**config.mk**
```make
export PLATFORM = sky130hd
export DESIGN_NAME = scp_pin_ctrl
export DESIGN_NICKNAME = d
export VERILOG_FILES = /design/src/scp_pkg.sv /design/src/scp_pin_ctrl.sv
export VERILOG_INCLUDE_DIRS = /design/src
export SDC_FILE = /design/constraint.sdc
export NUM_CORES = 1
export LEC_CHECK = 0
export BUFFER_PORTS_ARGS = -buffer_cell sky130_fd_sc_hd__buf_2
export CAP_MARGIN = 20
export CORE_MARGIN = 3
export CORE_UTILIZATION = 30
export CTS_CLUSTER_SIZE = 30
export DETAILED_ROUTE_END_ITERATION = 8
export SLEW_MARGIN = 0
export SYNTH_ARGS = -nofsm -noshare
export SYNTH_HDL_FRONTEND = slang
export SYNTH_SLANG_ARGS = --single-unit
```
**constraint.sdc**
```tcl
create_clock -name i_clock -period 9.3 [get_ports i_clock]
set_input_delay 0.93 -clock i_clock [delete_from_list [all_inputs] [get_ports i_clock]]
set_output_delay 0.93 -clock i_clock [all_outputs]
set_load 0.03 [all_outputs]
```
**src/scp_regs.svh**
```systemverilog
// Offsets, field positions, reset values and pin map for the serial pin controller.
// Assumes a 32-bit classic Wishbone slave with byte addresses and two channels.
`ifndef SCP_REGS_SVH
`define SCP_REGS_SVH

// Register byte offsets
`define SCP_OFF_CTRL0     8'h00
`define SCP_OFF_CTRL1     8'h04
`define SCP_OFF_STAT0     8'h08
`define SCP_OFF_STAT1     8'h0C
`define SCP_OFF_VEC       8'h10
`define SCP_OFF_IUS       8'h14

// Channel control fields
`define SCP_F_RTS         0
`define SCP_F_DTR         1
`define SCP_F_AUTO        2
`define SCP_F_MODE        3
`define SCP_F_XTAL        5
`define SCP_F_DTR_REQ     6
`define SCP_F_WREQ_REQ    7
`define SCP_F_FACT        8
`define SCP_F_RTXC_USE    10
`define SCP_F_TRXC_OUT    12
`define SCP_F_TRXC_SEL    13
`define SCP_F_TRXC_TX     15
`define SCP_F_IE          16
`define SCP_CTRL_MASK     32'h0007_FFFF
`define SCP_CTRL_RST      32'h0000_0000

// Channel status fields: levels in [3:0], sticky change flags in [6:4]
`define SCP_F_CHG         4

// Global vector register fields
`define SCP_F_VEC         0
`define SCP_F_MIE         8
`define SCP_VEC_RST       9'h000

// Synchroniser vector positions
`define SCP_IN_CTS        0
`define SCP_IN_DCD        2
`define SCP_IN_SYNC       4
`define SCP_IN_RTXC       6
`define SCP_IN_TRXC       8
`define SCP_IN_ACK        10
`define SCP_IN_DS         11
`define SCP_IN_PRIO       12
`define SCP_NIN           13
`define SCP_FILT_RST      13'h0FFF

`endif

```
**src/scp_pkg.sv**
```systemverilog
// Types shared by the serial pin controller.
// Assumes scp_regs.svh carries the register offsets, field positions and pin map.
package scp_pkg;
   typedef enum logic [3:0] {
      mode_async = 4'b0001,
      mode_ext   = 4'b0010,
      mode_int   = 4'b0100,
      mode_bitf  = 4'b1000
   } scp_sync_e;
   typedef logic [1:0] scp_ch_t;
endpackage

```
**src/scp_pin_ctrl.sv**
```systemverilog
// Pin-level modem, sync, clock, daisy-chain and wait/request logic for two channels.
// Assumes the protocol engines sit on the same master clock and drive the i_ engine hooks.
//
// Decided for this implementation: the register addresses and the Wishbone register port.
`timescale 1ns/10ps
`default_nettype none
`include "scp_regs.svh"

module scp_pin_ctrl (
   input  wire logic             i_clock,
   input  wire logic             i_rst_n,
   input  wire logic             i_wb_cyc,
   input  wire logic             i_wb_stb,
   input  wire logic             i_wb_we,
   input  wire logic [7:0]       i_wb_adr,
   input  wire logic [3:0]       i_wb_sel,
   input  wire logic [31:0]      i_wb_dat,
   output logic      [31:0]      o_wb_dat,
   output logic                  o_wb_ack,
   input  wire scp_pkg::scp_ch_t i_clear_to_send_n,
   input  wire scp_pkg::scp_ch_t i_carrier_detect_n,
   input  wire scp_pkg::scp_ch_t i_char_align_pin_n,
   output scp_pkg::scp_ch_t      o_char_align_pin_n,
   output scp_pkg::scp_ch_t      o_char_align_pin_n_oe,
   input  wire scp_pkg::scp_ch_t i_recv_xmit_clock_pin_n,
   input  wire scp_pkg::scp_ch_t i_xmit_recv_clock_pin_n,
   output scp_pkg::scp_ch_t      o_xmit_recv_clock_pin_n,
   output scp_pkg::scp_ch_t      o_xmit_recv_clock_pin_n_oe,
   output scp_pkg::scp_ch_t      o_request_to_send_n,
   output scp_pkg::scp_ch_t      o_terminal_ready_or_dma_req_n,
   output scp_pkg::scp_ch_t      o_wait_or_dma_req,
   output scp_pkg::scp_ch_t      o_wait_or_dma_req_oe,
   input  wire logic             i_prio_enable_in,
   output logic                  o_prio_enable_out,
   input  wire logic             i_irq_ack_n,
   input  wire logic             i_data_strobe_n,
   output logic                  o_irq_n,
   output logic                  o_irq_n_oe,
   output logic      [7:0]       o_vector_data,
   output logic                  o_vector_oe,
   input  wire scp_pkg::scp_ch_t i_tx_empty,
   input  wire scp_pkg::scp_ch_t i_sync_match,
   input  wire scp_pkg::scp_ch_t i_flag_rx,
   input  wire scp_pkg::scp_ch_t i_dma_req,
   input  wire scp_pkg::scp_ch_t i_wait_req,
   input  wire scp_pkg::scp_ch_t i_pll_out,
   input  wire scp_pkg::scp_ch_t i_osc_out,
   input  wire scp_pkg::scp_ch_t i_brg_out,
   input  wire scp_pkg::scp_ch_t i_tx_clk,
   output scp_pkg::scp_ch_t      o_tx_enable,
   output scp_pkg::scp_ch_t      o_rx_enable,
   output scp_pkg::scp_ch_t      o_rx_clk,
   output scp_pkg::scp_ch_t      o_tx_clk,
   output scp_pkg::scp_ch_t      o_brg_clk,
   output scp_pkg::scp_ch_t      o_pll_clk,
   output scp_pkg::scp_ch_t      o_rx_sample,
   output scp_pkg::scp_ch_t      o_assembly_start
);
   import scp_pkg::*;

   // ==========================================================
   // Helpers
   function automatic scp_sync_e mode_of(input logic [1:0] f);
      case (f)
         2'h0:    mode_of = mode_async;
         2'h1:    mode_of = mode_ext;
         2'h2:    mode_of = mode_int;
         default: mode_of = mode_bitf;
      endcase
   endfunction

   function automatic logic [5:0] factor_last(input logic [1:0] f);
      case (f)
         2'h0:    factor_last = 6'h00;
         2'h1:    factor_last = 6'h0F;
         2'h2:    factor_last = 6'h1F;
         default: factor_last = 6'h3F;
      endcase
   endfunction

   function automatic logic [31:0] merge(input logic [31:0] old_v, input logic [31:0] new_v,
                                         input logic [3:0] sel);
      logic [31:0] m;
      m = {{8{sel[3]}}, {8{sel[2]}}, {8{sel[1]}}, {8{sel[0]}}};
      merge = (old_v & ~m) | (new_v & m);
   endfunction

   // ==========================================================
   // Input synchroniser
   // Three stages; a level counts only once stages two and three agree.
   logic [`SCP_NIN-1:0] raw;
   logic [`SCP_NIN-1:0] s1_r;
   logic [`SCP_NIN-1:0] s2_r;
   logic [`SCP_NIN-1:0] s3_r;
   logic [`SCP_NIN-1:0] filt_r;
   logic [`SCP_NIN-1:0] filt_q_r;

   assign raw = {i_prio_enable_in, i_data_strobe_n, i_irq_ack_n, i_xmit_recv_clock_pin_n,
                 i_recv_xmit_clock_pin_n, i_char_align_pin_n, i_carrier_detect_n, i_clear_to_send_n};

   always_ff @(posedge i_clock) begin
      if (!i_rst_n) begin
         s1_r     <= `SCP_FILT_RST;
         s2_r     <= `SCP_FILT_RST;
         s3_r     <= `SCP_FILT_RST;
         filt_r   <= `SCP_FILT_RST;
         filt_q_r <= `SCP_FILT_RST;
      end else begin
         s1_r     <= raw;
         s2_r     <= s1_r;
         s3_r     <= s2_r;
         filt_q_r <= filt_r;
         for (int i = 0; i < `SCP_NIN; i++) begin
            if (s2_r[i] == s3_r[i]) begin
               filt_r[i] <= s3_r[i];
            end
         end
      end
   end

   logic ack_act;
   logic ds_act;
   logic prio_in;
   assign ack_act = !filt_r[`SCP_IN_ACK];
   assign ds_act  = !filt_r[`SCP_IN_DS];
   assign prio_in = filt_r[`SCP_IN_PRIO];

   // ==========================================================
   // Register bus
   logic [31:0] ctrl_r [2];
   logic [8:0]  vec_r;
   logic        ius_r;
   logic [2:0]  chg_r [2];
   logic        ack_r;
   logic [31:0] dat_r;
   logic        acc;
   logic        wr;
   logic [31:0] rd_val;

   // Vector register after byte-lane merge; only the low nine bits are kept
   logic [31:0] vec_wr;
   assign vec_wr   = merge({23'h0, vec_r}, i_wb_dat, i_wb_sel);
   assign acc      = i_wb_cyc && i_wb_stb && !ack_r;
   assign wr       = acc && i_wb_we;
   assign o_wb_ack = ack_r;
   assign o_wb_dat = dat_r;

   always_comb begin
      rd_val = 32'h0000_0000;
      if (i_wb_adr == `SCP_OFF_CTRL0) begin
         rd_val = ctrl_r[0];
      end else if (i_wb_adr == `SCP_OFF_CTRL1) begin
         rd_val = ctrl_r[1];
      end else if (i_wb_adr == `SCP_OFF_STAT0) begin
         rd_val = {25'h0, chg_r[0], i_tx_empty[0], ~filt_r[`SCP_IN_SYNC], ~filt_r[`SCP_IN_DCD],
                   ~filt_r[`SCP_IN_CTS]};
      end else if (i_wb_adr == `SCP_OFF_STAT1) begin
         rd_val = {25'h0, chg_r[1], i_tx_empty[1], ~filt_r[`SCP_IN_SYNC+1], ~filt_r[`SCP_IN_DCD+1],
                   ~filt_r[`SCP_IN_CTS+1]};
      end else if (i_wb_adr == `SCP_OFF_VEC) begin
         rd_val = {23'h0, vec_r};
      end else if (i_wb_adr == `SCP_OFF_IUS) begin
         rd_val = {31'h0, ius_r};
      end
   end

   always_ff @(posedge i_clock) begin
      if (!i_rst_n) begin
         ack_r <= 1'b0;
         dat_r <= 32'h0000_0000;
      end else begin
         ack_r <= acc;
         if (acc && !i_wb_we) begin
            dat_r <= rd_val;
         end
      end
   end

   always_ff @(posedge i_clock) begin
      if (!i_rst_n) begin
         ctrl_r[0] <= `SCP_CTRL_RST;
         ctrl_r[1] <= `SCP_CTRL_RST;
         vec_r     <= `SCP_VEC_RST;
      end else if (wr) begin
         if (i_wb_adr == `SCP_OFF_CTRL0) begin
            ctrl_r[0] <= merge(ctrl_r[0], i_wb_dat, i_wb_sel) & `SCP_CTRL_MASK;
         end else if (i_wb_adr == `SCP_OFF_CTRL1) begin
            ctrl_r[1] <= merge(ctrl_r[1], i_wb_dat, i_wb_sel) & `SCP_CTRL_MASK;
         end else if (i_wb_adr == `SCP_OFF_VEC) begin
            vec_r <= vec_wr[8:0];
         end
      end
   end

   // ==========================================================
   // Per-channel decode
   scp_sync_e mode [2];
   logic [1:0] auto_on;
   logic [1:0] xtal;
   always_comb begin
      for (int c = 0; c < 2; c++) begin
         mode[c]    = mode_of(ctrl_r[c][`SCP_F_MODE +: 2]);
         auto_on[c] = ctrl_r[c][`SCP_F_AUTO];
         xtal[c]    = ctrl_r[c][`SCP_F_XTAL];
      end
   end

   // ==========================================================
   // Modem status flags
   // Set wins over a write-one-to-clear in the same cycle.
   always_ff @(posedge i_clock) begin
      if (!i_rst_n) begin
         chg_r[0] <= 3'h0;
         chg_r[1] <= 3'h0;
      end else begin
         for (int c = 0; c < 2; c++) begin
            logic [2:0] clr;
            logic [2:0] set;
            clr = (wr && i_wb_sel[0] && i_wb_adr == ((c == 0) ? `SCP_OFF_STAT0 : `SCP_OFF_STAT1)) ?
                  i_wb_dat[`SCP_F_CHG +: 3] : 3'h0;
            set[0] = filt_r[`SCP_IN_CTS+c] != filt_q_r[`SCP_IN_CTS+c];
            set[1] = filt_r[`SCP_IN_DCD+c] != filt_q_r[`SCP_IN_DCD+c];
            // Sync pin edges only matter as status while it is an input
            set[2] = (filt_r[`SCP_IN_SYNC+c] != filt_q_r[`SCP_IN_SYNC+c]) && !xtal[c] &&
                     (mode[c] == mode_async || mode[c] == mode_ext);
            chg_r[c] <= (chg_r[c] & ~clr) | set;
         end
      end
   end

   // ==========================================================
   // Interrupt pin and daisy chain
   logic irq_pend;
   logic owner_r;
   logic [7:0] vec_out_r;
   assign irq_pend = vec_r[`SCP_F_MIE] &&
                     |((chg_r[0] & ctrl_r[0][`SCP_F_IE +: 3]) | (chg_r[1] & ctrl_r[1][`SCP_F_IE +: 3]));

   assign o_irq_n           = 1'b0;
   assign o_irq_n_oe        = irq_pend && !ius_r;
   assign o_prio_enable_out = prio_in && !ius_r && !(ack_act && irq_pend);
   assign o_vector_data     = vec_out_r;
   assign o_vector_oe       = owner_r && ds_act && ack_act;

   // Grant is decided at the strobe's leading edge, after the chain has settled
   always_ff @(posedge i_clock) begin
      if (!i_rst_n) begin
         owner_r   <= 1'b0;
         ius_r     <= 1'b0;
         vec_out_r <= 8'h00;
      end else begin
         if (ack_act && ds_act && filt_q_r[`SCP_IN_DS] && prio_in && irq_pend && !ius_r) begin
            owner_r   <= 1'b1;
            ius_r     <= 1'b1;
            vec_out_r <= vec_r[`SCP_F_VEC +: 8];
         end else begin
            if (!ds_act || !ack_act) begin
               owner_r <= 1'b0;
            end
            if (wr && i_wb_adr == `SCP_OFF_IUS && i_wb_sel[0] && i_wb_dat[0]) begin
               ius_r <= 1'b0;
            end
         end
      end
   end

   // ==========================================================
   // Modem outputs, gating and wait/request
   logic [1:0] rts_n_r;
   logic [1:0] dtr_n_r;
   logic [1:0] wq_o_r;
   logic [1:0] wq_oe_r;
   assign o_request_to_send_n           = rts_n_r;
   assign o_terminal_ready_or_dma_req_n = dtr_n_r;
   assign o_wait_or_dma_req             = wq_o_r;
   assign o_wait_or_dma_req_oe          = wq_oe_r;

   always_comb begin
      for (int c = 0; c < 2; c++) begin
         o_tx_enable[c] = !auto_on[c] || !filt_r[`SCP_IN_CTS+c];
         o_rx_enable[c] = !auto_on[c] || !filt_r[`SCP_IN_DCD+c];
      end
   end

   always_ff @(posedge i_clock) begin
      if (!i_rst_n) begin
         rts_n_r <= 2'h3;
         dtr_n_r <= 2'h3;
         wq_o_r  <= 2'h0;
         wq_oe_r <= 2'h0;
      end else begin
         for (int c = 0; c < 2; c++) begin
            if (ctrl_r[c][`SCP_F_RTS]) begin
               rts_n_r[c] <= 1'b0;
            end else if (mode[c] == mode_async && auto_on[c] && !rts_n_r[c] && !i_tx_empty[c]) begin
               rts_n_r[c] <= 1'b0;
            end else begin
               rts_n_r[c] <= 1'b1;
            end
            dtr_n_r[c] <= ctrl_r[c][`SCP_F_DTR_REQ] ? !i_dma_req[c] : !ctrl_r[c][`SCP_F_DTR];
            // Wait is open-drain low only; request drives both levels
            if (ctrl_r[c][`SCP_F_WREQ_REQ]) begin
               wq_o_r[c]  <= !i_dma_req[c];
               wq_oe_r[c] <= 1'b1;
            end else begin
               wq_o_r[c]  <= 1'b0;
               wq_oe_r[c] <= i_wait_req[c];
            end
         end
      end
   end

   // ==========================================================
   // Sync pin
   logic [1:0] sy_o_r;
   logic [1:0] sy_oe_r;
   logic [1:0] start_r;
   assign o_char_align_pin_n    = sy_o_r;
   assign o_char_align_pin_n_oe = sy_oe_r;
   assign o_assembly_start      = start_r;

   always_ff @(posedge i_clock) begin
      if (!i_rst_n) begin
         sy_o_r  <= 2'h3;
         sy_oe_r <= 2'h0;
         start_r <= 2'h0;
      end else begin
         for (int c = 0; c < 2; c++) begin
            sy_o_r[c]  <= 1'b1;
            sy_oe_r[c] <= 1'b0;
            // The engine rewinds to the receive clock edge before this pulse
            start_r[c] <= mode[c] == mode_ext && !xtal[c] &&
                          filt_q_r[`SCP_IN_SYNC+c] && !filt_r[`SCP_IN_SYNC+c];
            if (!xtal[c] && mode[c] == mode_int) begin
               sy_oe_r[c] <= 1'b1;
               sy_o_r[c]  <= !i_sync_match[c];
            end else if (!xtal[c] && mode[c] == mode_bitf) begin
               sy_oe_r[c] <= 1'b1;
               sy_o_r[c]  <= !i_flag_rx[c];
            end
         end
      end
   end

   // ==========================================================
   // Clock pin routing and receive sampling factor
   logic [1:0] rx_r;
   logic [1:0] tx_r;
   logic [1:0] brg_r;
   logic [1:0] pll_r;
   logic [1:0] tr_o_r;
   logic [1:0] tr_oe_r;
   logic [1:0] rx_q_r;
   logic [1:0] smp_r;
   logic [5:0] cnt_r [2];
   assign o_rx_clk                   = rx_r;
   assign o_tx_clk                   = tx_r;
   assign o_brg_clk                  = brg_r;
   assign o_pll_clk                  = pll_r;
   assign o_xmit_recv_clock_pin_n    = tr_o_r;
   assign o_xmit_recv_clock_pin_n_oe = tr_oe_r;
   assign o_rx_sample                = smp_r;

   always_ff @(posedge i_clock) begin
      if (!i_rst_n) begin
         rx_r    <= 2'h0;
         tx_r    <= 2'h0;
         brg_r   <= 2'h0;
         pll_r   <= 2'h0;
         tr_o_r  <= 2'h3;
         tr_oe_r <= 2'h0;
         rx_q_r  <= 2'h0;
         smp_r   <= 2'h0;
         cnt_r[0] <= 6'h00;
         cnt_r[1] <= 6'h00;
      end else begin
         rx_q_r <= rx_r;
         for (int c = 0; c < 2; c++) begin
            logic       rt;
            logic       tr;
            logic [1:0] use_rt;
            logic       tr_in;
            rt     = !filt_r[`SCP_IN_RTXC+c] && !xtal[c];
            tr     = !filt_r[`SCP_IN_TRXC+c];
            use_rt = ctrl_r[c][`SCP_F_RTXC_USE +: 2];
            tr_in  = !ctrl_r[c][`SCP_F_TRXC_OUT];
            rx_r[c]  <= (use_rt == 2'h0 && rt) || (tr_in && !ctrl_r[c][`SCP_F_TRXC_TX] && tr);
            tx_r[c]  <= (use_rt == 2'h1 && rt) || (tr_in && ctrl_r[c][`SCP_F_TRXC_TX] && tr);
            brg_r[c] <= use_rt == 2'h2 && rt;
            pll_r[c] <= use_rt == 2'h3 && rt;
            tr_oe_r[c] <= !tr_in;
            case (ctrl_r[c][`SCP_F_TRXC_SEL +: 2])
               2'h0:    tr_o_r[c] <= !i_pll_out[c];
               2'h1:    tr_o_r[c] <= !i_osc_out[c];
               2'h2:    tr_o_r[c] <= !i_brg_out[c];
               default: tr_o_r[c] <= !i_tx_clk[c];
            endcase
            // One sample strobe per 1, 16, 32 or 64 receive clock rises
            smp_r[c] <= 1'b0;
            if (rx_r[c] && !rx_q_r[c]) begin
               if (cnt_r[c] >= factor_last(ctrl_r[c][`SCP_F_FACT +: 2])) begin
                  cnt_r[c] <= 6'h00;
                  smp_r[c] <= 1'b1;
               end else begin
                  cnt_r[c] <= cnt_r[c] + 6'h01;
               end
            end
         end
      end
   end
endmodule // scp_pin_ctrl
`default_nettype wire

```
# Word-level counts from Yosys, hierarchy flattened

Memory sizes are Yosys's and may differ from the RTL's.
Cells that the tools add are included.

Output and inout port bits: 77
Register bits after elaboration: 146
Memory bits (read-only): 0
Bits of input ports: 80
Latch bits: 0
RAM bits: 56
Word-level logic and storage cells: 336
Memories: 3

Memories:

| name   | depth | bits a word | rd ports | clocked after memory_dff | wr ports | line                | text |
|---|---|---|---|---|---|---|---|
| ctrl_r | 2     | 19          | 2        | 0                        | 2        | scp_pin_ctrl.sv:130 | `logic [31:0] ctrl_r [2];` |
| cnt_r  | 2     | 6           | 2        | 0                        | 2        | scp_pin_ctrl.sv:355 | `logic [5:0] cnt_r [2];` |
| chg_r  | 2     | 3           | 2        | 0                        | 2        | scp_pin_ctrl.sv:133 | `logic [2:0] chg_r [2];` |

Equal/unequal tests: 50
Mux-type cells: 73
Shifts and indexed selects: 0
Multiply operators: 0
Divide/modulo/power cells: 0
Reduce and logical (&&, ||, !) cells: 134
$add $sub $neg: 2
Bitwise operators: 33
Order comparisons: 2

Operators by type and width:

| kind                | count |
|---|---|
| $mux 32             | 2 |
| $logic_and 1x1->1   | 62 |
| $and 19x19->19      | 3 |
| $mux 1              | 48 |
| $mux 6              | 8 |
| $logic_not 1->1     | 46 |
| $mux 19             | 2 |
| $or 19x19->19       | 2 |
| $pmux 6 s3          | 2 |
| $mux 9              | 3 |
| $pmux 4 s3          | 2 |
| $eq 2x2->1 const B  | 10 |
| $not 19->19         | 1 |
| $eq 2x1->1 const B  | 8 |
| $eq 8x4->1 const B  | 2 |
| $eq 8x5->1 const B  | 2 |
| $logic_not 2->1     | 8 |
| $eq 1x1->1          | 13 |
| $add 6x1->6 const B | 2 |
| $and 3x3->3         | 4 |
| $ge 6x6->1          | 2 |
| $mux 3              | 4 |
| $logic_or 1x1->1    | 11 |
| $and 9x9->9         | 1 |
| other kinds (17)    | 46 |

# Logic depth before layout (Yosys ltp)

An unclocked memory read counts as a cell.

Depth after elaboration: 12
Mapped depth: 7
Mapped depth without buffers: 7

# Worst setup path after synthesis

OpenSTA, ideal clock, no wires.

Path type: input -> register
Start point: input port i_wb_adr[1]
End point: memory ctrl_r[0][0] in the netlist's numbering (enable)
Arrival: 3.421 ns
Path buffers: 0
Library setup time: 0.421 ns
Required time: 8.879 ns
Setup slack: 5.457 ns
Stages on the path: 5
Path through: or3_4 -> or3_4 -> nor3_4 -> nand2_1 -> o21ai_0

RTL lines:

| element     | line                | text |
|---|---|---|
| from (decl) | scp_pin_ctrl.sv:15  | `input wire logic [7:0] i_wb_adr,` |
| to (decl)   | scp_pin_ctrl.sv:130 |  |

==> impl.org <==
** Status
- The run finished with clean final reports.

** Synth
- Counting flops and latches in the post-synthesis netlist gives about 180.
- Yosys mapped the design onto between 50 and 60 distinct sky130hd cell types.
- Sorting the synthesized cells by area gives the leading types as sky130_fd_sc_hd__dfxtp_1 35%, sky130_fd_sc_hd__edfxtp_1 20%, sky130_fd_sc_hd__nand2b_1 7.0%.
- Count of flip-flops with a built-in enable after synthesis :: 50
- Yosys Warn Count :: 0
- Sequential fraction of the synthesis area :: 0.544
- Library cell with the largest summed area after synthesis :: sky130_fd_sc_hd__dfxtp_1
- For this run, asynchronously set or reset flops after synthesis account for 0.
- Share of the synthesized area in the top cell type :: 0.349
- Post-synthesis instance total :: about 800
- The average instance in the mapped netlist occupies 9.78 um^2.
- For this run, the leading register cell type out of synthesis is sky130_fd_sc_hd__dfxtp_1.
- Summed instance area of the synthesized netlist :: ~7700 um^2

** Clocking
- For the worst-skew pair, the clock arrives at the later sink with an insertion delay of between 400 and 500 ps.
- Number of clock buffers inserted by TritonCTS :: 17
- Clock tree synthesis found a total of about 180 sinks.
- Clock-pin slew reported for the worst setup and hold paths after clock tree synthesis :: 70 ps
- The root buffer cell chosen for the clock tree is sky130_fd_sc_hd__clkbuf_16.
- TritonCTS clock tree :: done
- The number of setup buffers added after CTS is 0.
- The clock passes through at most 2 buffers.
- Hold repair after CTS inserted 0 buffers.
- Once the clock tree was built, the resizer swapped 0 gates to a different size.
- In this run the number of H-tree levels came out at 4.

** Timing
- Dividing the final minimum period by the clock period gives 0.386.
- After layout, the worst setup slack is approximately 5700 ps.
- Adding up every negative setup slack in the final design gives 0 ps.
- Fmax :: about 280 MHz
- RSZ-0062 raised after global routing :: false
- Headroom to the max-slew limit came out at 0.373.
- The final max-slew violation count was 0.
- Worst Clk Skew :: 9.66 ps
- Final Hold Viols :: 0
- Final setup vio count :: 0
- The worst path in the final design needs a cycle of 3590 ps, including I/O delays and setup.
- Final hold slack :: just over 400 ps
- Worst slew pin tran :: 931 ps

** Finish
- The number of antenna diodes in the final layout is 0.
- Post-layout net count :: slightly below 1000
- Seq. cell area :: 4180 um^2
- Area growth from synthesis to final layout :: 18.8%
- Area taken by multi-input logic gates :: around 3200 um^2
- The filler cells instantiated in the layout total around 2500.
- Finished layout cell area :: about 9100 um^2
- Share of final-layout standard cells stronger than drive strength 1 :: 0.213

** Placement
- Worst-case setup slack after placement :: 5260 ps
- The count of buffers added on input and output ports is approximately 130.
- Placer's final routability congestion estimate :: around 0.77
- Summed over all nets, the half-perimeter wirelength after detailed placement is 14.1 mm.
- DP Area :: roughly 8600 um^2

** Hold path
- Hold wc startpoint :: s1_r[6]
- The path class of the tightest hold or removal check is flop to flop.

** Route
- Routed wire length :: 20.2 mm
- DR iter-0 viols :: about 460
- Residual DRC :: 0
- Total iterations of the first detailed-routing run :: 5
- Dividing the detail-routed wire length by the instance count gives roughly 16 um.
- Routed via count :: about 6000
- Antenna Nets Post-Route :: 0
- Vias per std cell :: 4.75

** Setup path
- Startpoint of the worst register-to-register path :: o_wb_ack
- Required time of the worst setup path :: 9430 ps
- For the worst setup path, the data arrival time is about 3700 ps.
- Kind of start point of the critical path :: input port
- Worst setup path startpoint :: i_wb_adr[1]
- Crit path capture :: ctrl_r[0][10]
- Type of element capturing the critical path :: flop
- Type of the setup path with the least slack :: input port to flop
- R2r endpoint :: ctrl_r[0][10]
- R2R cell count :: 4
- Setup slack on the worst flop-to-flop path :: 7040 ps
- In this run the worst path has a maximum fanout of 18.

** Pwr
- Power density cells :: 183 nW/um^2
- Summed over all cells, the static leakage comes to roughly 0.0036 uW.
- Maximum resistive drop on vdd :: a little under 0.0001 V

** Floorplanning
- 157 I/O pins were placed.
- Standard cell core area :: 24700 um^2
- Die Y-Extent :: approximately 170 um
- The die covers 27600 um^2.
- The floorplan has 57 rows.
- Starting Density :: 0.311
- Chip width :: between 150 and 200 um

** Global route
- Global routing finished with a remaining overflow of 0.
- The number of global-route vias before repair is approximately 5600.
- Antenna violations before repair :: 0
- The first global-routing pass estimated 31.7 mm of wire.
- For this run, the total global-route usage over all layers was measured as 0.144.
- Maximum number of pins on one net before global-route repair :: 62

** Flow run
- Number of violations of the max-capacitance limit :: 0
cells in the final DEF, fill, tap and decap left out, drive strengths merged, types with 14 or more instances in the layout:
cell type	count
a21oi	82
nor3	28
mux2i	14
clkbuf	17
edfxtp	50
o21ai	47
ha	14
inv	28
nand2	72
dfxtp	134
nand2b	86
nor2	59
nand3	24
buf	133
conb	14
routing by layer:
layer	up-vias	track usage	wire length, um
met1	2771	0.195	9430
met4	0	0.0383	151
met5	-	0	0
met2	163	0.232	9500
met3	9	0.0369	1150
li1	2927	-	-
stage by stage:
stage | utilization | std cells | power [uW]
finish | 0.369 | 1236 | 1680
global placement | 0.346 | 1204 | 980
detailed placement | 0.346 | 1204 | 982
CTS | 0.369 | 1236 | 1690
floorplan | - | 800 | 942
global route | 0.369 | 1236 | 1740
worst min path at each step:
stage / slack, ps / cells past startpoint / end
4_1_cts: 410 / 1 / s2_r[6]
2_1_floorplan: 390 / 1 / s2_r[0]
6_report: 410 / 1 / s2_r[6]
3_3_place_gp: 390 / 1 / s2_r[0]
3_5_place_dp: 400 / 1 / s2_r[5]
5_1_grt: 430 / 1 / s2_r[1]
cell type report:
type / instances / share of cell area
Inverter: 18 / 0.00739
Sequential cell: 184 / 0.458
Clock buffer: 17 / 0.0465
Timing Repair Buffer: 133 / 0.0742
Clock inverter: 15 / 0.0168
Multi-Input combinational cell: 545 / 0.353
Tap cell: 324 / 0.0443
registers in the layout, summed over array words and instances (netlist names), 6 cells and up, named ones only:
signal / cells
filt_q_r: 7
ctrl_r: 38
s3_r: 13
o_vector_data: 8
s1_r: 13
chg_r: 6
filt_r: 13
o_wb_dat: 19
s2_r: 13
cnt_r: 12
cells in the mapped netlist (17+ instances only):
| library cell | n |
|---|---|
| sky130_fd_sc_hd__dfxtp_1 | 134 |
| sky130_fd_sc_hd__nand2b_1 | 86 |
| sky130_fd_sc_hd__a21oi_1 | 82 |
| sky130_fd_sc_hd__nand2_1 | 72 |
| sky130_fd_sc_hd__nor2_1 | 59 |
| sky130_fd_sc_hd__edfxtp_1 | 50 |
| sky130_fd_sc_hd__o21ai_0 | 46 |
| sky130_fd_sc_hd__clkbuf_1 | 34 |
| sky130_fd_sc_hd__nor3_1 | 26 |
| sky130_fd_sc_hd__nand3_1 | 23 |
| sky130_fd_sc_hd__inv_1 | 17 |
critical path: stages:
cell and delay (ps):
sky130_fd_sc_hd__buf_2 100, sky130_fd_sc_hd__or3_4 390, sky130_fd_sc_hd__or3_4 380, sky130_fd_sc_hd__nor3_4 730, sky130_fd_sc_hd__nand2_1 220, sky130_fd_sc_hd__o21ai_2 630, sky130_fd_sc_hd__buf_4 340
logic make-up after synthesis:
kind of cell               synth area share
AOI/OAI and AO/OA                     0.125
xor gates and xnor gates             0.0159
adders and majority gates            0.0228
buffers and inverters                0.0445
DFF                                   0.544
muxes                                0.0431
other                              0.000487
and+or+nand+nor                       0.205
where the power goes:
part | switching, uW | internal (uW)
combinational | 71.3 | 38.5
sequential | 13.2 | 839
clock | 354 | 360
total | 438 | 1240
Power figures use the tool's default switching activity.
